==> config.mk <==
export PLATFORM = sky130hd
export DESIGN_NAME = flic_controller
export DESIGN_NICKNAME = d
export VERILOG_FILES = /design/src/hdl/flic_pkg.sv /design/src/hdl/flic_controller.sv /design/src/hdl/flic_cycle_gen.sv
export SDC_FILE = /design/constraint.sdc
export NUM_CORES = 1
export LEC_CHECK = 0
export ABC_CLOCK_PERIOD_IN_PS = 25100
export BUFFER_PORTS_ARGS = -buffer_cell sky130_fd_sc_hd__buf_2
export CORE_MARGIN = 2
export CORE_UTILIZATION = 35
export CTS_CLUSTER_DIAMETER = 100
export DETAILED_ROUTE_END_ITERATION = 7
export PLACE_DENSITY = 0.54
export SYNTH_ARGS = -nofsm -noshare
export SYNTH_HDL_FRONTEND = slang
export SYNTH_SLANG_ARGS = --single-unit
export TNS_END_PERCENT = 10
==> constraint.sdc <==
create_clock -name MCLK -period 25.1 [get_ports MCLK]
set_input_delay 1.255 -clock MCLK [delete_from_list [all_inputs] [get_ports MCLK]]
set_output_delay 1.255 -clock MCLK [all_outputs]
set_load 0.02 [all_outputs]
==> src/hdl/flic_pkg.sv <==
// constants, tables and carrier types of the four-level interrupt controller
`default_nettype none
package flic_pkg;

  // ****************************************************************
  // machine cycle timing, counted in clock periods
  // ****************************************************************
  localparam int PHASES_PER_CYCLE = 12;
  localparam int SAMPLE_PHASE = 9;
  localparam int LAST_PHASE = 11;
  localparam int PHASE_W = 4;

  // ****************************************************************
  // register addresses
  // ****************************************************************
  localparam logic [7:0] ADDR_FLAGS_A = 8'h88;
  localparam logic [7:0] ADDR_EN_C = 8'h9a;
  localparam logic [7:0] ADDR_EN_A = 8'ha8;
  localparam logic [7:0] ADDR_PRIO_LO = 8'ha9;
  localparam logic [7:0] ADDR_EN_B = 8'hb8;
  localparam logic [7:0] ADDR_PRIO_HI = 8'hb9;
  localparam logic [7:0] ADDR_FLAGS_B = 8'hc0;
  localparam logic [7:0] ADDR_CT_CTRL = 8'he1;

  // ****************************************************************
  // field positions and reset values
  // ****************************************************************
  localparam int FA_IT0 = 0;
  localparam int FA_IE0 = 1;
  localparam int FA_IT1 = 2;
  localparam int FA_IE1 = 3;
  localparam int FA_TF0 = 5;
  localparam int FA_TF1 = 7;
  localparam int FB_ADC = 0;
  localparam int FB_EXT2 = 1;
  localparam int FB_TF2 = 6;
  localparam int FB_TIMER2_RELOAD_REQUEST = 7;
  localparam int CT_CTF = 3;
  localparam int EN_A_GLOBAL = 7;
  localparam int NUM_SRC = 14;
  localparam int NUM_GRP = 6;
  localparam int NUM_LVL = 4;
  localparam logic [7:0] RST_BYTE = 8'h00;
  localparam logic [1:0] RST_PIN_PREV = 2'h3;

  // ****************************************************************
  // sources, numbered in same-level polling order
  // ****************************************************************
  localparam logic [3:0] SRC_EXT0 = 4'h0;
  localparam logic [3:0] SRC_SER1 = 4'h1;
  localparam logic [3:0] SRC_ADC = 4'h2;
  localparam logic [3:0] SRC_TMR0 = 4'h3;
  localparam logic [3:0] SRC_EXT2 = 4'h4;
  localparam logic [3:0] SRC_EXT1 = 4'h5;
  localparam logic [3:0] SRC_EXT3 = 4'h6;
  localparam logic [3:0] SRC_TMR1 = 4'h7;
  localparam logic [3:0] SRC_CT = 4'h8;
  localparam logic [3:0] SRC_EXT4 = 4'h9;
  localparam logic [3:0] SRC_SER0 = 4'ha;
  localparam logic [3:0] SRC_EXT5 = 4'hb;
  localparam logic [3:0] SRC_TMR2 = 4'hc;
  localparam logic [3:0] SRC_EXT6 = 4'hd;

  // priority group of a source
  function automatic logic [2:0] flic_group(input logic [3:0] src);
    case (src)
      SRC_EXT0, SRC_SER1, SRC_ADC: flic_group = 3'h0;
      SRC_TMR0, SRC_EXT2: flic_group = 3'h1;
      SRC_EXT1, SRC_EXT3: flic_group = 3'h2;
      SRC_TMR1, SRC_CT, SRC_EXT4: flic_group = 3'h3;
      SRC_SER0, SRC_EXT5: flic_group = 3'h4;
      default: flic_group = 3'h5;
    endcase
  endfunction

  // service routine entry address of a source
  function automatic logic [15:0] flic_vector(input logic [3:0] src);
    case (src)
      SRC_EXT0: flic_vector = 16'h0003;
      SRC_TMR0: flic_vector = 16'h000b;
      SRC_EXT1: flic_vector = 16'h0013;
      SRC_TMR1: flic_vector = 16'h001b;
      SRC_SER0: flic_vector = 16'h0023;
      SRC_TMR2: flic_vector = 16'h002b;
      SRC_ADC: flic_vector = 16'h0043;
      SRC_EXT2: flic_vector = 16'h004b;
      SRC_EXT3: flic_vector = 16'h0053;
      SRC_EXT4: flic_vector = 16'h005b;
      SRC_EXT5: flic_vector = 16'h0063;
      SRC_EXT6: flic_vector = 16'h006b;
      SRC_SER1: flic_vector = 16'h0083;
      default: flic_vector = 16'h009b;
    endcase
  endfunction

  // ****************************************************************
  // carriers
  // ****************************************************************
  typedef struct packed {
    logic [7:0] addr;
    logic [7:0] wdata;
    logic wr;
  } flic_sfr_req_type;

  typedef struct packed {
    logic timer0_overflow_request;
    logic timer1_overflow_request;
    logic timer2_overflow_request;
    logic timer2_reload_request;
    logic adc_done_request;
    logic [4:0] ext_edge_request;
    logic compare_timer_rollover;
    logic serial0_flag;
    logic serial1_flag;
  } flic_periph_type;

  typedef struct packed {
    logic final_cycle;
    logic interrupt_return;
  } flic_cpu_type;

  typedef struct packed {
    logic call;
    logic [15:0] addr;
    logic [1:0] level;
    logic [3:0] src;
  } flic_vec_type;

  typedef struct packed {
    logic [PHASE_W-1:0] phase;
  } flic_div_state_type;

  typedef struct packed {
    logic [7:0] en_a;
    logic [5:0] en_b;
    logic [1:0] en_c;
    logic [5:0] prio_lo;
    logic [5:0] prio_hi;
    logic [1:0] trig_type;
    logic [1:0] ext_req;
    logic [1:0] pin_prev;
    logic tf0;
    logic tf1;
    logic [7:0] flags_b;
    logic compare_timer_rollover_flag;
    logic [NUM_SRC-1:0] sampled;
    logic [NUM_SRC-1:0] polled;
    logic [NUM_LVL-1:0] active;
    logic hold;
    flic_vec_type vec;
    logic [7:0] rdata;
    logic hit;
  } flic_state_type;

endpackage
`default_nettype wire
==> src/hdl/flic_controller.sv <==
// four-level interrupt controller: flags, enables, priorities, polling, vectoring
`default_nettype none
module flic_controller (
  // clock and reset
  input wire logic MCLK,
  input wire logic RESET_N,
  // register access
  input wire flic_pkg::flic_sfr_req_type SFR_REQ,
  output logic [7:0] SFR_RDATA,
  output logic SFR_HIT,
  // external interrupt 0 and 1 pins and port latch bits
  input wire logic [1:0] EXT01_PIN_N,
  input wire logic [1:0] EXT01_LATCH,
  // peripheral request events
  input wire flic_pkg::flic_periph_type PERIPH,
  // cpu sequencer
  input wire flic_pkg::flic_cpu_type CPU,
  output var flic_pkg::flic_vec_type VEC,
  output logic SAMPLE_POINT,
  output logic CYCLE_END,
  output logic [3:0] LEVEL_ACTIVE
);

  flic_pkg::flic_state_type st_ff;
  flic_pkg::flic_state_type nxt_st;
  logic sample_stb;
  logic cycle_end;
  logic [1:0] eff_lvl;
  logic [flic_pkg::NUM_SRC-1:0] flags;
  logic [flic_pkg::NUM_SRC-1:0] en_vec;
  logic wr_ctl;
  logic go;

  // ****************************************************************
  // machine cycle strobes
  // ****************************************************************
  flic_cycle_gen #(
    .PHASES(flic_pkg::PHASES_PER_CYCLE)
  ) u_cycle (
    .clk(MCLK),
    .reset_n(RESET_N),
    .sample_stb(sample_stb),
    .cycle_end(cycle_end)
  );

  // ****************************************************************
  // request and enable vectors in polling order
  // ****************************************************************
  assign eff_lvl = EXT01_PIN_N & EXT01_LATCH;
  assign flags = {st_ff.flags_b[flic_pkg::FB_EXT2+4],
                  st_ff.flags_b[flic_pkg::FB_TF2] | st_ff.flags_b[flic_pkg::FB_TIMER2_RELOAD_REQUEST],
                  st_ff.flags_b[flic_pkg::FB_EXT2+3], PERIPH.serial0_flag,
                  st_ff.flags_b[flic_pkg::FB_EXT2+2], st_ff.compare_timer_rollover_flag, st_ff.tf1,
                  st_ff.flags_b[flic_pkg::FB_EXT2+1], st_ff.ext_req[1],
                  st_ff.flags_b[flic_pkg::FB_EXT2], st_ff.tf0,
                  st_ff.flags_b[flic_pkg::FB_ADC], PERIPH.serial1_flag, st_ff.ext_req[0]};
  assign en_vec = {st_ff.en_b[5], st_ff.en_a[5], st_ff.en_b[4], st_ff.en_a[4],
                   st_ff.en_b[3], st_ff.en_c[1], st_ff.en_a[3], st_ff.en_b[2],
                   st_ff.en_a[2], st_ff.en_b[1], st_ff.en_a[1], st_ff.en_b[0],
                   st_ff.en_c[0], st_ff.en_a[0]};
  assign wr_ctl = SFR_REQ.wr && (SFR_REQ.addr == flic_pkg::ADDR_EN_A ||
                  SFR_REQ.addr == flic_pkg::ADDR_EN_B || SFR_REQ.addr == flic_pkg::ADDR_EN_C ||
                  SFR_REQ.addr == flic_pkg::ADDR_PRIO_LO ||
                  SFR_REQ.addr == flic_pkg::ADDR_PRIO_HI);

  // ****************************************************************
  // next state
  // ****************************************************************
  always_comb begin
    logic [flic_pkg::NUM_SRC-1:0] cand;
    logic found;
    logic any_act;
    logic hold_now;
    logic [1:0] best_lvl;
    logic [1:0] lvl;
    logic [1:0] cur_lvl;
    logic [3:0] best_src;
    logic [2:0] grp;
    logic [7:0] fb_clr;
    logic [7:0] fb_set;
    logic wr_a;
    cand = '0;
    found = 1'b0;
    any_act = 1'b0;
    hold_now = 1'b0;
    best_lvl = '0;
    lvl = '0;
    cur_lvl = '0;
    best_src = '0;
    grp = '0;
    fb_clr = '0;
    fb_set = '0;
    wr_a = SFR_REQ.wr && SFR_REQ.addr == flic_pkg::ADDR_FLAGS_A;
    nxt_st = st_ff;
    // arbitration over the flags polled this cycle
    cand = st_ff.polled & en_vec & {flic_pkg::NUM_SRC{st_ff.en_a[flic_pkg::EN_A_GLOBAL]}};
    for (int i = 0; i < flic_pkg::NUM_SRC; i++) begin
      grp = flic_pkg::flic_group(4'(i));
      lvl = {st_ff.prio_hi[grp], st_ff.prio_lo[grp]};
      if (cand[i] && (!found || lvl > best_lvl)) begin
        found = 1'b1;
        best_lvl = lvl;
        best_src = 4'(i);
      end
    end
    for (int j = 0; j < flic_pkg::NUM_LVL; j++) begin
      if (st_ff.active[j]) begin
        cur_lvl = 2'(j);
      end
    end
    any_act = |st_ff.active;
    hold_now = st_ff.hold | wr_ctl | CPU.interrupt_return;
    // polled values only; nothing is kept for a later poll
    go = cycle_end && CPU.final_cycle && found && !hold_now &&
         (!any_act || best_lvl > cur_lvl);
    // sampling and polling pipeline
    if (sample_stb) begin
      nxt_st.sampled = flags;
      nxt_st.pin_prev = eff_lvl;
    end
    if (cycle_end) begin
      nxt_st.polled = st_ff.sampled;
    end
    // external 0 and 1: vector clear, write, then pin (set wins)
    for (int k = 0; k < 2; k++) begin
      if (go && best_src == (k == 0 ? flic_pkg::SRC_EXT0 : flic_pkg::SRC_EXT1) &&
          st_ff.trig_type[k]) begin
        nxt_st.ext_req[k] = 1'b0;
      end
      if (wr_a) begin
        if (!SFR_REQ.wdata[k == 0 ? flic_pkg::FA_IE0 : flic_pkg::FA_IE1]) begin
          nxt_st.ext_req[k] = 1'b0;
        end else if (st_ff.trig_type[k]) begin
          nxt_st.ext_req[k] = 1'b1;
        end
        nxt_st.trig_type[k] = SFR_REQ.wdata[k == 0 ? flic_pkg::FA_IT0 : flic_pkg::FA_IT1];
      end
      if (sample_stb) begin
        if (!st_ff.trig_type[k]) begin
          nxt_st.ext_req[k] = !eff_lvl[k];
        end else if (st_ff.pin_prev[k] && !eff_lvl[k]) begin
          nxt_st.ext_req[k] = 1'b1;
        end
      end
    end
    // timer 0 and 1 flags
    if (go && best_src == flic_pkg::SRC_TMR0) begin
      nxt_st.tf0 = 1'b0;
    end
    if (go && best_src == flic_pkg::SRC_TMR1) begin
      nxt_st.tf1 = 1'b0;
    end
    if (wr_a) begin
      nxt_st.tf0 = SFR_REQ.wdata[flic_pkg::FA_TF0];
      nxt_st.tf1 = SFR_REQ.wdata[flic_pkg::FA_TF1];
    end
    nxt_st.tf0 = nxt_st.tf0 | PERIPH.timer0_overflow_request;
    nxt_st.tf1 = nxt_st.tf1 | PERIPH.timer1_overflow_request;
    // second flag byte: ext2..6 cleared on vector, adc and timer 2 left alone
    for (int e = 0; e < 5; e++) begin
      if (go && best_src == (e == 0 ? flic_pkg::SRC_EXT2 : e == 1 ? flic_pkg::SRC_EXT3 :
          e == 2 ? flic_pkg::SRC_EXT4 : e == 3 ? flic_pkg::SRC_EXT5 : flic_pkg::SRC_EXT6)) begin
        fb_clr[flic_pkg::FB_EXT2+e] = 1'b1;
      end
    end
    fb_set = {PERIPH.timer2_reload_request, PERIPH.timer2_overflow_request,
              PERIPH.ext_edge_request, PERIPH.adc_done_request};
    nxt_st.flags_b = st_ff.flags_b & ~fb_clr;
    if (SFR_REQ.wr && SFR_REQ.addr == flic_pkg::ADDR_FLAGS_B) begin
      nxt_st.flags_b = SFR_REQ.wdata;
    end
    nxt_st.flags_b = nxt_st.flags_b | fb_set;
    // compare timer flag
    if (go && best_src == flic_pkg::SRC_CT) begin
      nxt_st.compare_timer_rollover_flag = 1'b0;
    end
    if (SFR_REQ.wr && SFR_REQ.addr == flic_pkg::ADDR_CT_CTRL) begin
      nxt_st.compare_timer_rollover_flag = SFR_REQ.wdata[flic_pkg::CT_CTF];
    end
    nxt_st.compare_timer_rollover_flag = nxt_st.compare_timer_rollover_flag | PERIPH.compare_timer_rollover;
    // enable and priority registers
    if (SFR_REQ.wr) begin
      case (SFR_REQ.addr)
        flic_pkg::ADDR_EN_A: nxt_st.en_a = SFR_REQ.wdata;
        flic_pkg::ADDR_EN_B: nxt_st.en_b = SFR_REQ.wdata[5:0];
        flic_pkg::ADDR_EN_C: nxt_st.en_c = SFR_REQ.wdata[1:0];
        flic_pkg::ADDR_PRIO_LO: nxt_st.prio_lo = SFR_REQ.wdata[5:0];
        flic_pkg::ADDR_PRIO_HI: nxt_st.prio_hi = SFR_REQ.wdata[5:0];
        default: nxt_st.hit = st_ff.hit;
      endcase
    end
    // blocking after a return or a control write lasts to the next final cycle
    if (cycle_end && CPU.final_cycle) begin
      nxt_st.hold = 1'b0;
    end
    if (wr_ctl || CPU.interrupt_return) begin
      nxt_st.hold = 1'b1;
    end
    // in-progress levels; a plain return is never seen here
    if (CPU.interrupt_return && any_act) begin
      nxt_st.active[cur_lvl] = 1'b0;
    end
    nxt_st.vec.call = go;
    if (go) begin
      nxt_st.active[best_lvl] = 1'b1;
      nxt_st.vec.addr = flic_pkg::flic_vector(best_src);
      nxt_st.vec.level = best_lvl;
      nxt_st.vec.src = best_src;
    end
    // read data
    nxt_st.hit = 1'b1;
    case (SFR_REQ.addr)
      flic_pkg::ADDR_FLAGS_A: nxt_st.rdata = {st_ff.tf1, 1'b0, st_ff.tf0, 1'b0, st_ff.ext_req[1],
                                              st_ff.trig_type[1], st_ff.ext_req[0],
                                              st_ff.trig_type[0]};
      flic_pkg::ADDR_FLAGS_B: nxt_st.rdata = st_ff.flags_b;
      flic_pkg::ADDR_EN_A: nxt_st.rdata = st_ff.en_a;
      flic_pkg::ADDR_EN_B: nxt_st.rdata = {2'h0, st_ff.en_b};
      flic_pkg::ADDR_EN_C: nxt_st.rdata = {6'h00, st_ff.en_c};
      flic_pkg::ADDR_PRIO_LO: nxt_st.rdata = {2'h0, st_ff.prio_lo};
      flic_pkg::ADDR_PRIO_HI: nxt_st.rdata = {2'h0, st_ff.prio_hi};
      flic_pkg::ADDR_CT_CTRL: nxt_st.rdata = 8'(st_ff.compare_timer_rollover_flag) << flic_pkg::CT_CTF;
      default: begin
        nxt_st.rdata = flic_pkg::RST_BYTE;
        nxt_st.hit = 1'b0;
      end
    endcase
  end

  always_ff @(posedge MCLK or negedge RESET_N) begin
    if (!RESET_N) begin
      st_ff <= '0;
      st_ff.pin_prev <= flic_pkg::RST_PIN_PREV;
    end else begin
      st_ff <= nxt_st;
    end
  end

  assign VEC = st_ff.vec;
  assign SFR_RDATA = st_ff.rdata;
  assign SFR_HIT = st_ff.hit;
  assign SAMPLE_POINT = sample_stb;
  assign CYCLE_END = cycle_end;
  assign LEVEL_ACTIVE = st_ff.active;
endmodule
`default_nettype wire

==> src/hdl/flic_cycle_gen.sv <==
// machine cycle divider giving the sample-point and cycle-end strobes
`default_nettype none
module flic_cycle_gen #(
  parameter int PHASES = flic_pkg::PHASES_PER_CYCLE
) (
  // clock and reset
  input wire logic clk,
  input wire logic reset_n,
  // strobes
  output logic sample_stb,
  output logic cycle_end
);

  flic_pkg::flic_div_state_type st_ff;
  flic_pkg::flic_div_state_type nxt_st;

  always_comb begin
    nxt_st = st_ff;
    if (cycle_end) begin
      nxt_st.phase = '0;
    end else begin
      nxt_st.phase = st_ff.phase + flic_pkg::PHASE_W'(1);
    end
  end

  always_ff @(posedge clk or negedge reset_n) begin
    if (!reset_n) begin
      st_ff <= '0;
    end else begin
      st_ff <= nxt_st;
    end
  end

  assign sample_stb = (st_ff.phase == flic_pkg::PHASE_W'(flic_pkg::SAMPLE_PHASE));
  assign cycle_end = (st_ff.phase == flic_pkg::PHASE_W'(PHASES - 1));

endmodule
`default_nettype wire

==> run metrics <==
Min-Delay Path Class=reg2reg; flip-flop and latch count after synthesis=104; Slowest-stage cell, CP=or3_2; unrepaired setup endpoints after global routing=no; Max Fanout on Critical Path=22; Nets=between 700 and 800; clk_lat worst skew=about 0.35 ns; fraction of layout cells with a size suffix above 1=23.94%; starting density of the core=a little over a third; achievable clock frequency=~55 MHz; Syn Area/Cell=9.543 sq um; Port Buffers=66; ANT cells=0; EDFF count, synth=0; gr usage total=about a fifth; I/O pins=76; FILL cells=~1800; area occupied by multi-input gates=between 3000 and 4000 sq um; Cell Area, Synth=6422 sq um; Die Y=139.5 microns; Sequential Area=~2600 sq um; fin. max-slew vios=0; TritonCTS Buffers=9; Final HPWL DP=approximately 13000 microns; GR Layer Usage met1=25.24%; Setup Viol. Count Final=0; drc violations=0; gp weighted congestion=just under 0.9; first-pass GRT wire length=29120 microns; final instance area=about 7000 sq um; cts hold-fix bufs=0; Synth-to-Final Area Change=9.059%; Via density=roughly 5.5; crit path capture type=flop; met3 global-route usage=under 10%; row cnt=49; critical path arrival=~18 ns; max_slew headroom=between 30% and 40%; Seq/Total Area, Yosys=about two fifths; Total Wirelength=between 15000 and 20000 microns; Pre-antenna DRT Iters=6; clock transition at the registers of the reported paths=~0.070 ns; Synth Flop Type=dfrtp_1; clock root cell=clkbuf_16; post-route minimum period=around 18 ns; max-cap violations=0; Layout Skew=around 0.010 ns; # Post-CTS Setup Buffers=0; largest net degree at the start of global routing=71; crit-path most repeated cell=nor2_1; peak supply drop=roughly 38 uV; outcome=finished, final reports clean; Startpoint Class=flop; most common cell after layout, fill and taps aside=nand2_1; Post-DRT Antenna Nets=0; area of the die=just under 20000 sq um; required time worst endpoint=between 20 and 30 ns; TritonCTS clock tree=done; GR peak layer=met2; P_leak=~3.3 nW; Post-Place Cell Area=~6700 sq um; gr ovfl total=0; setup TNS=0 ns; initial antenna violation count=0; number of distinct library cells after synthesis=86; Slew @ Worst Pin=~1.0 ns; Resized cells post-CTS=0; clock sinks=approximately 100; number of global-route vias before repair=roughly 5300; commonest non-fill, non-tap cells in the layout=110 x nand2_1, 102 x dfrtp_1, 65 x buf_2; Pwr per Cell Area=~52 nW/um^2; Iteration-0 DRC Markers=about 460; period utilization=just over 70%; total power=0.3627 mW; Async SR Flop Fraction=between 90% and 100%; core area=17960 sq um; critical path's largest stage delay=approximately 0.5 ns; cells after synthesis=a little under 700; Fin. Hold Viols=0; Die W=139.5 microns; H-Tree Depth=3; Vias=roughly 5200; Longest Clk Path Bufs=2; core occupancy in the finished layout=between 30% and 40%; WL/cell=around 19 microns; Yosys warnings=0; critical path class=reg2reg; grt met2 use=a little under a third
-- metrics by stage --
| step | setup WS [ns] | hold WS (ns) | cells |
|---|---|---|---|
| 2_1_floorplan | 9.591 | 0.4401 | 681 |
| 3_3_place_gp | 7.702 | 0.4546 | 923 |
| 3_5_place_dp | 7.045 | 0.4597 | 923 |
| 4_1_cts | 7.017 | 0.4776 | 939 |
| 5_1_grt | 5.317 | 0.4983 | 939 |
| 6_report | 6.858 | 0.4710 | 939 |
-- final cells by class --
cell class / instances / area share [%]
Timing Repair Buffer: 71 / 5.288
Sequential cell: 104 / 37.19
Multi-Input combinational cell: 492 / 47.62
Tap cell: 229 / 4.091
Inverter: 27 / 1.447
Clock inverter: 5 / 0.8932
Clock buffer: 11 / 3.466
-- state kept, by name, summed over array words and instances (netlist names) --
register and cells:
LEVEL_ACTIVE 4, SFR_HIT 1, SFR_RDATA 8, VEC 13, en_vec 14, flags 11, st_ff 49, u_cycle.st_ff 4
-- metal layers --
| layer | wire [microns] | vias to the layer above |
|---|---|---|
| li1 | - | 2445 |
| met1 | 8092 | 2580 |
| met2 | 8903 | 148 |
| met3 | 732 | 24 |
| met4 | 392 | 0 |
| met5 | 0 | - |
-- synthesized netlist by cell type, drive strengths merged (5+ instances only) --
library cell / instances / area [sq um]
nand3: 19 / 95.09
nor2b: 8 / 50.05
a21o: 6 / 46.30
and3: 11 / 70.07
mux2: 42 / 473.0
inv: 27 / 101.4
and2: 11 / 71.31
or2: 6 / 37.54
ha: 24 / 300.3
nor2: 37 / 141.4
o211ai: 7 / 62.56
nand2: 111 / 419.2
a211o: 7 / 70.07
nand3b: 5 / 37.54
o221ai: 5 / 43.79
o21ai: 43 / 219.0
clkbuf: 15 / 86.33
a21oi: 28 / 143.9
nand2b: 7 / 43.79
mux2i: 16 / 160.2
dfrtp: 102 / 2552
buf: 43 / 324.0
a22o: 8 / 75.07
a211oi: 7 / 57.55
nor3: 7 / 45.04
-- where the power goes --
part	total [mW]	switching [mW]	internal [mW]
sequential	0.181	0.00722	0.174
combinational	0.0367	0.0224	0.0142
clock	0.145	0.0641	0.0809
total	0.363	0.0937	0.269
-- critical path, delay by kind of cell (launching register included) --
kind | cells | cell delay, ns
DFF | 1 | 0.42
AOI/OAI and AO/OA | 35 | 8.11
and+or+nand+nor | 29 | 4.19
buffers and inverters | 2 | 0.15
adders and majority gates | 13 | 3.76
muxes | 4 | 1.40
-- worst paths after layout --
| kind | from | end | slack [ns] | cells after the start |
|---|---|---|---|---|
| setup / recovery | en_vec[0] | flags[4] | 6.86 | 83 |
| min in group asynchronous | RESET_N | SFR_HIT | 0.85 | 1 |
| max in group asynchronous | RESET_N | VEC[5] | 22.98 | 2 |
| hold reg to reg | VEC[5] | VEC[5] | 0.47 | 1 |
| setup reg to reg | en_vec[0] | flags[4] | 6.86 | 83 |
| hold / removal | VEC[5] | VEC[5] | 0.47 | 1 |
-- kinds of logic (layout without fill, tap and decap cells) --
group,Yosys count,after routing,synth area share (%)
other cells,1,9,0.05839
mux,58,58,9.858
simple gates,239,239,17.87
buf+inv,85,114,7.968
fa+ha+maj,25,25,4.832
compound gates,161,161,18.86
flops,104,104,40.56
(Power assumes the default switching activity.)
